`src/verilog/pmlc_regs.svh`:
```
// offsets, field positions, reset values and timing counts of the configuration registers
// Function
// - tenure field counts in units of eight bus clocks, bounding bus ownership.
// - tenure timer starts each time a bus-master frame is begun.
// - after timer expiry, give up bus once grant is deasserted.
// - tenure register at 0x0d, resets 0x00, low three bits reserved, upper five writable.
// - read-only access interval in 250 ns units, default 0x0a.
// - access interval bits 5..1 load from eeprom parameter word.
// - memory base register may be disabled by eeprom parameter word.
// - bit 0 of memory base is read-only, one when base is valid.
// - mapping type bit 2 is zero, bit 1 from below-one-megabyte flag.
// - type 00 anywhere in 32 bits, 01 lowest megabyte, 1x undefined.
// - memory base bits 31..7 writable, decoding a 128-byte block.
`ifndef PMLC_REGS_SVH
`define PMLC_REGS_SVH

`define PMLC_OFS_TENURE      8'h0d
`define PMLC_OFS_MEMBASE     8'h14
`define PMLC_OFS_INTERVAL    8'h3f

`define PMLC_TENURE_RST      8'h00
`define PMLC_TENURE_WMASK    8'hf8
`define PMLC_TENURE_UNIT     8
`define PMLC_INTERVAL_RST    8'h0a
`define PMLC_INTERVAL_UNIT_NS 250
`define PMLC_CLK_NS          25
`define PMLC_INTERVAL_UNIT_CYC (`PMLC_INTERVAL_UNIT_NS / `PMLC_CLK_NS)
`define PMLC_MEMBASE_RST     32'h00000000
`define PMLC_MEMBASE_LSB     7
`define PMLC_MAPTYPE_ANY     2'h0
`define PMLC_MAPTYPE_LOW1M   2'h1

`define PMLC_EE_INTERVAL_MSB 5
`define PMLC_EE_INTERVAL_LSB 1
`define PMLC_EE_MEMBAR_DIS   6
`define PMLC_EE_LOWER1M      7

`endif

```
`src/verilog/pmlc_pkg.sv`:
```
// types shared by the configuration register block
package pmlc_pkg;
	typedef struct packed {
		logic [7:0]  addr;
		logic        wr;
		logic        rd;
		logic [3:0]  be;
		logic [31:0] wdata;
	} pmlc_cfg_req_s;

	typedef struct packed {
		logic        load;
		logic [15:0] word;
	} pmlc_ee_s;

	typedef enum logic [1:0] {
		PMLC_IDLE,
		PMLC_RUN,
		PMLC_EXPIRED
	} pmlc_tenure_e;
endpackage : pmlc_pkg

```
`src/verilog/pmlc_cfg.sv`:
```
// bus tenure timer, access interval and memory window base configuration registers
`include "pmlc_regs.svh"

module pmlc_cfg
	import pmlc_pkg::*;
(
	input  wire logic          clk,
	input  wire logic          rst,
	input  wire pmlc_cfg_req_s cfg_req,
	input  wire pmlc_ee_s      ee_param,
	input  wire logic          frame_start,
	input  wire logic          tenure_done,
	input  wire logic          gnt_n,
	output logic [31:0]        cfg_rdata_q,
	output logic               cfg_rvalid_q,
	output logic               tenure_expired_q,
	output logic               bus_release_q,
	output logic [24:0]        mem_base_q,
	output logic               mem_decode_en_q,
	output logic               mem_below_1m_q
);

	// grant comes from the arbiter pin, so it is synchronised before use
	logic       gnt_n_meta_q;
	logic       gnt_n_sync_q;

	always_ff @(posedge clk or posedge rst) begin
		if (rst) begin
			gnt_n_meta_q <= 1'b1;
			gnt_n_sync_q <= 1'b1;
		end else begin
			gnt_n_meta_q <= gnt_n;
			gnt_n_sync_q <= gnt_n_meta_q;
		end
	end

	// dword hit test; byte offsets are kept as printed and lanes chosen from the low bits
	function automatic logic hit(input logic [7:0] a, input logic [7:0] ofs);
		hit = (a[7:2] == ofs[7:2]);
	endfunction : hit

	function automatic logic lane(input logic [3:0] be, input logic [7:0] ofs);
		lane = be[ofs[1:0]];
	endfunction : lane

	// register state
	logic [7:0]  tenure_q, tenure_d;
	logic [7:0]  interval_q, interval_d;
	logic [24:0] mem_base_d;
	logic        mem_decode_en_d;
	logic        mem_below_1m_d;
	logic [31:0] membase_rd;

	// whole window reads zero while disabled so software sizes nothing
	assign membase_rd = mem_decode_en_q ?
		{mem_base_q, 4'h0, 1'b0, mem_below_1m_q, 1'b1} : 32'h0;

	always_comb begin
		tenure_d        = tenure_q;
		interval_d      = interval_q;
		mem_base_d      = mem_base_q;
		mem_decode_en_d = mem_decode_en_q;
		mem_below_1m_d  = mem_below_1m_q;
		if (cfg_req.wr) begin
			if (hit(cfg_req.addr, `PMLC_OFS_TENURE) && lane(cfg_req.be, `PMLC_OFS_TENURE)) begin
				// only the upper five bits store; low three stay zero
				tenure_d = cfg_req.wdata[15:8] & `PMLC_TENURE_WMASK;
			end else if (hit(cfg_req.addr, `PMLC_OFS_MEMBASE) && mem_decode_en_q) begin
				if (cfg_req.be[0]) begin
					mem_base_d[0] = cfg_req.wdata[7];
				end
				if (cfg_req.be[1]) begin
					mem_base_d[8:1] = cfg_req.wdata[15:8];
				end
				if (cfg_req.be[2]) begin
					mem_base_d[16:9] = cfg_req.wdata[23:16];
				end
				if (cfg_req.be[3]) begin
					mem_base_d[24:17] = cfg_req.wdata[31:24];
				end
			end
		end
		// eeprom load that disables the window wins over a base write in the same cycle; a base write lands only if the window was already enabled
		if (ee_param.load) begin
			interval_d[`PMLC_EE_INTERVAL_MSB:`PMLC_EE_INTERVAL_LSB] =
				ee_param.word[`PMLC_EE_INTERVAL_MSB:`PMLC_EE_INTERVAL_LSB];
			mem_decode_en_d = ~ee_param.word[`PMLC_EE_MEMBAR_DIS];
			mem_below_1m_d  = ee_param.word[`PMLC_EE_LOWER1M];
			if (ee_param.word[`PMLC_EE_MEMBAR_DIS]) begin
				mem_base_d = 25'h0;
			end
		end
	end

	always_ff @(posedge clk or posedge rst) begin
		if (rst) begin
			tenure_q        <= `PMLC_TENURE_RST;
			interval_q      <= `PMLC_INTERVAL_RST;
			mem_base_q      <= 25'h0;
			mem_decode_en_q <= 1'b0;
			mem_below_1m_q  <= 1'b0;
		end else begin
			tenure_q        <= tenure_d;
			interval_q      <= interval_d;
			mem_base_q      <= mem_base_d;
			mem_decode_en_q <= mem_decode_en_d;
			mem_below_1m_q  <= mem_below_1m_d;
		end
	end

	// read path: one cycle from strobe to data, unmapped bytes read zero
	logic [31:0] rdata_d;
	logic        rvalid_d;

	always_comb begin
		rdata_d  = 32'h0;
		rvalid_d = cfg_req.rd;
		if (cfg_req.rd) begin
			if (hit(cfg_req.addr, `PMLC_OFS_TENURE)) begin
				rdata_d = {16'h0, tenure_q, 8'h0};
			end else if (hit(cfg_req.addr, `PMLC_OFS_MEMBASE)) begin
				rdata_d = membase_rd;
			end else if (hit(cfg_req.addr, `PMLC_OFS_INTERVAL)) begin
				rdata_d = {interval_q, 24'h0};
			end
		end
	end

	always_ff @(posedge clk or posedge rst) begin
		if (rst) begin
			cfg_rdata_q  <= 32'h0;
			cfg_rvalid_q <= 1'b0;
		end else begin
			cfg_rdata_q  <= rdata_d;
			cfg_rvalid_q <= rvalid_d;
		end
	end

	// tenure timer: register value is already eight-clock units times eight, so it counts clocks
	pmlc_tenure_e state_q, state_d;
	logic [7:0]   cnt_q, cnt_d;
	logic         expired_d;
	logic         release_d;

	always_comb begin
		state_d = state_q;
		cnt_d   = cnt_q;
		if (frame_start) begin
			state_d = PMLC_RUN;
			cnt_d   = tenure_q;
		end else begin
			case (state_q)
				PMLC_RUN: begin
					if (tenure_done) begin
						state_d = PMLC_IDLE;
					end else if (cnt_q <= 8'h01) begin
						state_d = PMLC_EXPIRED;
						cnt_d   = 8'h00;
					end else begin
						cnt_d = cnt_q - 8'h01;
					end
				end
				PMLC_EXPIRED: begin
					if (tenure_done) begin
						state_d = PMLC_IDLE;
					end
				end
				default: begin
					state_d = PMLC_IDLE;
				end
			endcase
		end
		expired_d = (state_d == PMLC_EXPIRED);
		// release only once the arbiter has taken grant away
		release_d = (state_q == PMLC_EXPIRED) && gnt_n_sync_q && !tenure_done && !frame_start;
	end

	always_ff @(posedge clk or posedge rst) begin
		if (rst) begin
			state_q          <= PMLC_IDLE;
			cnt_q            <= 8'h00;
			tenure_expired_q <= 1'b0;
			bus_release_q    <= 1'b0;
		end else begin
			state_q          <= state_d;
			cnt_q            <= cnt_d;
			tenure_expired_q <= expired_d;
			bus_release_q    <= release_d;
		end
	end

	// run length and the tenure value captured at the start, so a mid-run write cannot skew the check
	logic [8:0] run_len_q;
	logic [7:0] run_target_q;
	always_ff @(posedge clk or posedge rst) begin
		if (rst) begin
			run_len_q    <= 9'h0;
			run_target_q <= 8'h00;
		end else if (frame_start) begin
			run_len_q    <= 9'h0;
			run_target_q <= tenure_q;
		end else if (state_q == PMLC_RUN) begin
			run_len_q <= run_len_q + 9'h001;
		end
	end
endmodule : pmlc_cfg

```
`config.mk`:
```
export PLATFORM = sky130hd
export DESIGN_NAME = pmlc_cfg
export DESIGN_NICKNAME = d
export VERILOG_FILES = /design/src/verilog/pmlc_pkg.sv /design/src/verilog/pmlc_cfg.sv
export VERILOG_INCLUDE_DIRS = /design/src /design/src/verilog
export SDC_FILE = /design/constraint.sdc
export NUM_CORES = 1
export LEC_CHECK = 0
export BUFFER_PORTS_ARGS = -buffer_cell sky130_fd_sc_hd__buf_2
export CAP_MARGIN = 20
export CORE_ASPECT_RATIO = 1.1
export CORE_MARGIN = 2
export CORE_UTILIZATION = 45
export DETAILED_ROUTE_END_ITERATION = 10
export PLACE_DENSITY = 0.75
export SLEW_MARGIN = 15
export SYNTH_ARGS = -nofsm -noshare
export SYNTH_HDL_FRONTEND = slang
export SYNTH_SLANG_ARGS = --single-unit
```
`constraint.sdc`:
```
create_clock -name clk -period 3.7 [get_ports clk]
set_input_delay 1.11 -clock clk [delete_from_list [all_inputs] [get_ports clk]]
set_output_delay 1.11 -clock clk [all_outputs]
set_load 0.01 [all_outputs]
```
==> flow_summary.toml <==
[outcome]
outcome = "complete, but fails checks"
violations = "DRC"

[global_route]
antenna_found_initial = 0
grt_use_total_pct = 19.7
grt_max_degree = 36
grt_pass1_vias = 2381
grt_pass1_wl_um = 11900
grt_overflow = 0

[sta]
fin_crit_ps = 2440
worstMarginPinSlew_ps = 670
period_share_pct = 66.0
slew_violations = 0
rsz0062_at_grt = "false"
setup_viol = 0
hold_ws_ps = 363
slew_headroom_pct = 55.1
fin_skew_ps = 5.47
hold_viol_final = 0
fmax_ghz = 0.410
finalSetupTns_ps = 0

[logic_synthesis]
ys_ff_latch = 79
synth_cells = 262
ys_seq_area_share_pct = 59.8
synth_top_area_cell = "dfrtp_1"
netlist_area_sq_um = 3310
netlist_top_cells_count = "dfrtp_1 (75), nor2_1 (36), mux2i_1 (25)"
synth_area_leaders = "dfrtp_1 (57%), mux2i_1 (7.6%), nor2_1 (4.1%), and2_1 (3.4%), dfstp_2 (3.2%)"
synth_edf_count = 0
synthFlopType = "dfrtp_1"
async_flop_share_pct = 100
yosys_warnings = 0
synth_most_common_cell = "dfrtp_1"
synth_top_area_share_pct = 56.6
syn_avg_cell_area_sq_um = 12.6
yosysUniqueCellTypes = 50

[routing]
firstDrtPassIters = 7
totalWireLength_um = 7270
drt_iter0_drc = 156
drc_errors = 4
via_count = 2347
drt.antenna.violating_nets = 0
avgViaCountPerCell = 5.09
wl_per_cell_um = 15.8

[layout]
ff_latch_area_sq_um = 1980
antenna_cells = 0
nFillCells = 633
multi_input_area_sq_um = 1220
drive_gt1_share_pct = 38.8
syn2layout_area_growth_pct = 23.5
final_util_pct = 57.8
fin_nets = 444

[floorplanning]
design.die.area_sq_um = 8070
die_h_um = 94.0
core-area_sq_um = 7090
ios = 130
rows = 32
die_w_um = 85.8
initial_core_util_pct = 46.8

[critical_path]
worstSetupPathType = "input port to flip-flop"
critical_path.startpoint_type = "input port"
critPathSlowestCell = "and3_1"
critical_path.cell_chain = "buf_2 > nor3b_4 > and3_1 > buf_4 > a22o_1"
cp.arrival_ps = 2720
timing.rr.start = "mem_decode_en_q$_DFFE_PP0P_"
reg2reg_slack_ps = 1790
cp_max_fo = 15
required_ps = 3980
rr_worst_depth = 5
end_kind = "flip-flop"
r2r_end = "cfg_rdata_q[11]$_DFF_PP0_"
cpPeakStageDelay_ps = 540

[place]
gp_congestion = 0.823
hpwl_um = 5230
io_buffers = 106

[clock_tree]
path_clk_slew_ps = 70
htreeDepth = 3
post_cts_resized = 0
ctsHoldBuffers = 0
tritoncts = "done"
clockRootBuffer = "clkbuf_8"
clockBufferDepth = 2
clock_sinks = 79
cts_setup_buffers = 0
cts_buffers = 9
clk_latency_ps = 350

[min_path]
hp-class = "flip-flop to flip-flop"
hold_depth = 0
worstHoldStart = "gnt_n_meta_q$_DFF_PP1_"
worstHoldEndpoint = "gnt_n_sync_q$_DFF_PP1_"

[pwr]
pwr_density_cell_nw_per_um2 = 418
power_leakage_nw = 2.35
power_w = 0.00171
vdd_drop_max_mv = 0.185

[flow_run]
maxCapViolCount = 0
[worst max-delay path by stage]
stage	start	cells after the start	to	slack [ps]
2_1_floorplan	rst	1	bus_release_q$_DFF_PP0_	570
5_1_grt	cfg_req[45]	5	cfg_rdata_q[11]$_DFF_PP0_	1130
3_5_place_dp	cfg_req[45]	5	cfg_rdata_q[11]$_DFF_PP0_	890
3_3_place_gp	cfg_req[41]	6	cfg_rdata_q[11]$_DFF_PP0_	910
6_report	cfg_req[45]	5	cfg_rdata_q[11]$_DFF_PP0_	1260
4_1_cts	cfg_req[45]	5	cfg_rdata_q[11]$_DFF_PP0_	1260
[power by group]
| group | internal [W] | leakage (nW) | switching [W] |
|---|---|---|---|
| Combinational | 0.0000689 | 1.18 | 0.0000900 |
| Sequential | 0.000892 | 1.07 | 0.0000242 |
| Clock | 0.000341 | 0.105 | 0.000293 |
| Total | 0.00130 | 2.35 | 0.000408 |
[worst max-delay path, delay by kind of cell]
| kind | cells | cell delay, ps |
|---|---|---|
| compound gates | 1 | 190 |
| buf+inv | 2 | 420 |
| simple gates | 2 | 990 |
[cells in the final DEF (no fill, tap or decap), types with 5 or more instances in the layout]
cell | netlist | final
a22o_1 | 10 | 10
nor2_1 | 36 | 36
buf_4 | 6 | 5
mux2_2 | 6 | 6
dfrtp_1 | 75 | 75
nand2_1 | 6 | 6
inv_1 | 6 | 5
mux2i_1 | 25 | 25
buf_2 | 2 | 106
clkbuf_8 | 0 | 11
mux2_1 | 5 | 5
conb_1 | 1 | 5
and2_1 | 18 | 18
[through the flow]
step	setup slack [ps]	instances	instance area, sq um
after detailed placement	887	446	3900
after global placement	910	446	3900
after floorplan	573	266	3330
after global routing	1130	461	4090
final	1260	461	4090
after CTS	1260	461	4090
[routing by layer]
layer	share of wire (%)	wire (um)	vias to the layer above	global-route usage, %
li1	-	-	1124	-
met1	41	2990	1139	23.8
met2	51	3700	72	32.6
met3	6.1	442	12	6.77
met4	1.9	138	0	7.01
met5	0	0	-	0
[final cells by class]
cell class | count | area share (%)
flip-flops and latches | 79 | 48.4
multi-input cells | 165 | 29.7
repair buffers | 111 | 13.9
clock buffers | 11 | 3.70
well taps | 85 | 2.60
clock inverters | 4 | 1.10
inverters | 6 | 0.581
[cell families after synthesis]
group / share of synthesized area, %
adder cells (fa/ha/maj): 1.51
buffers and inverters: 3.93
other: 0.113
AO/OA/AOI/OAI: 7.52
AND/OR/NAND/NOR: 15.8
flip-flops: 59.8
multiplexers: 11.3
[state kept, by name, indices dropped and copies added, names as in the netlist, 2 cells and up]
name	flops
interval_q	5
cnt_q	8
cfg_rdata_q	27
mem_base_q	25
state_q	2
tenure_q	5
Power figures use the tool's default switching activity.
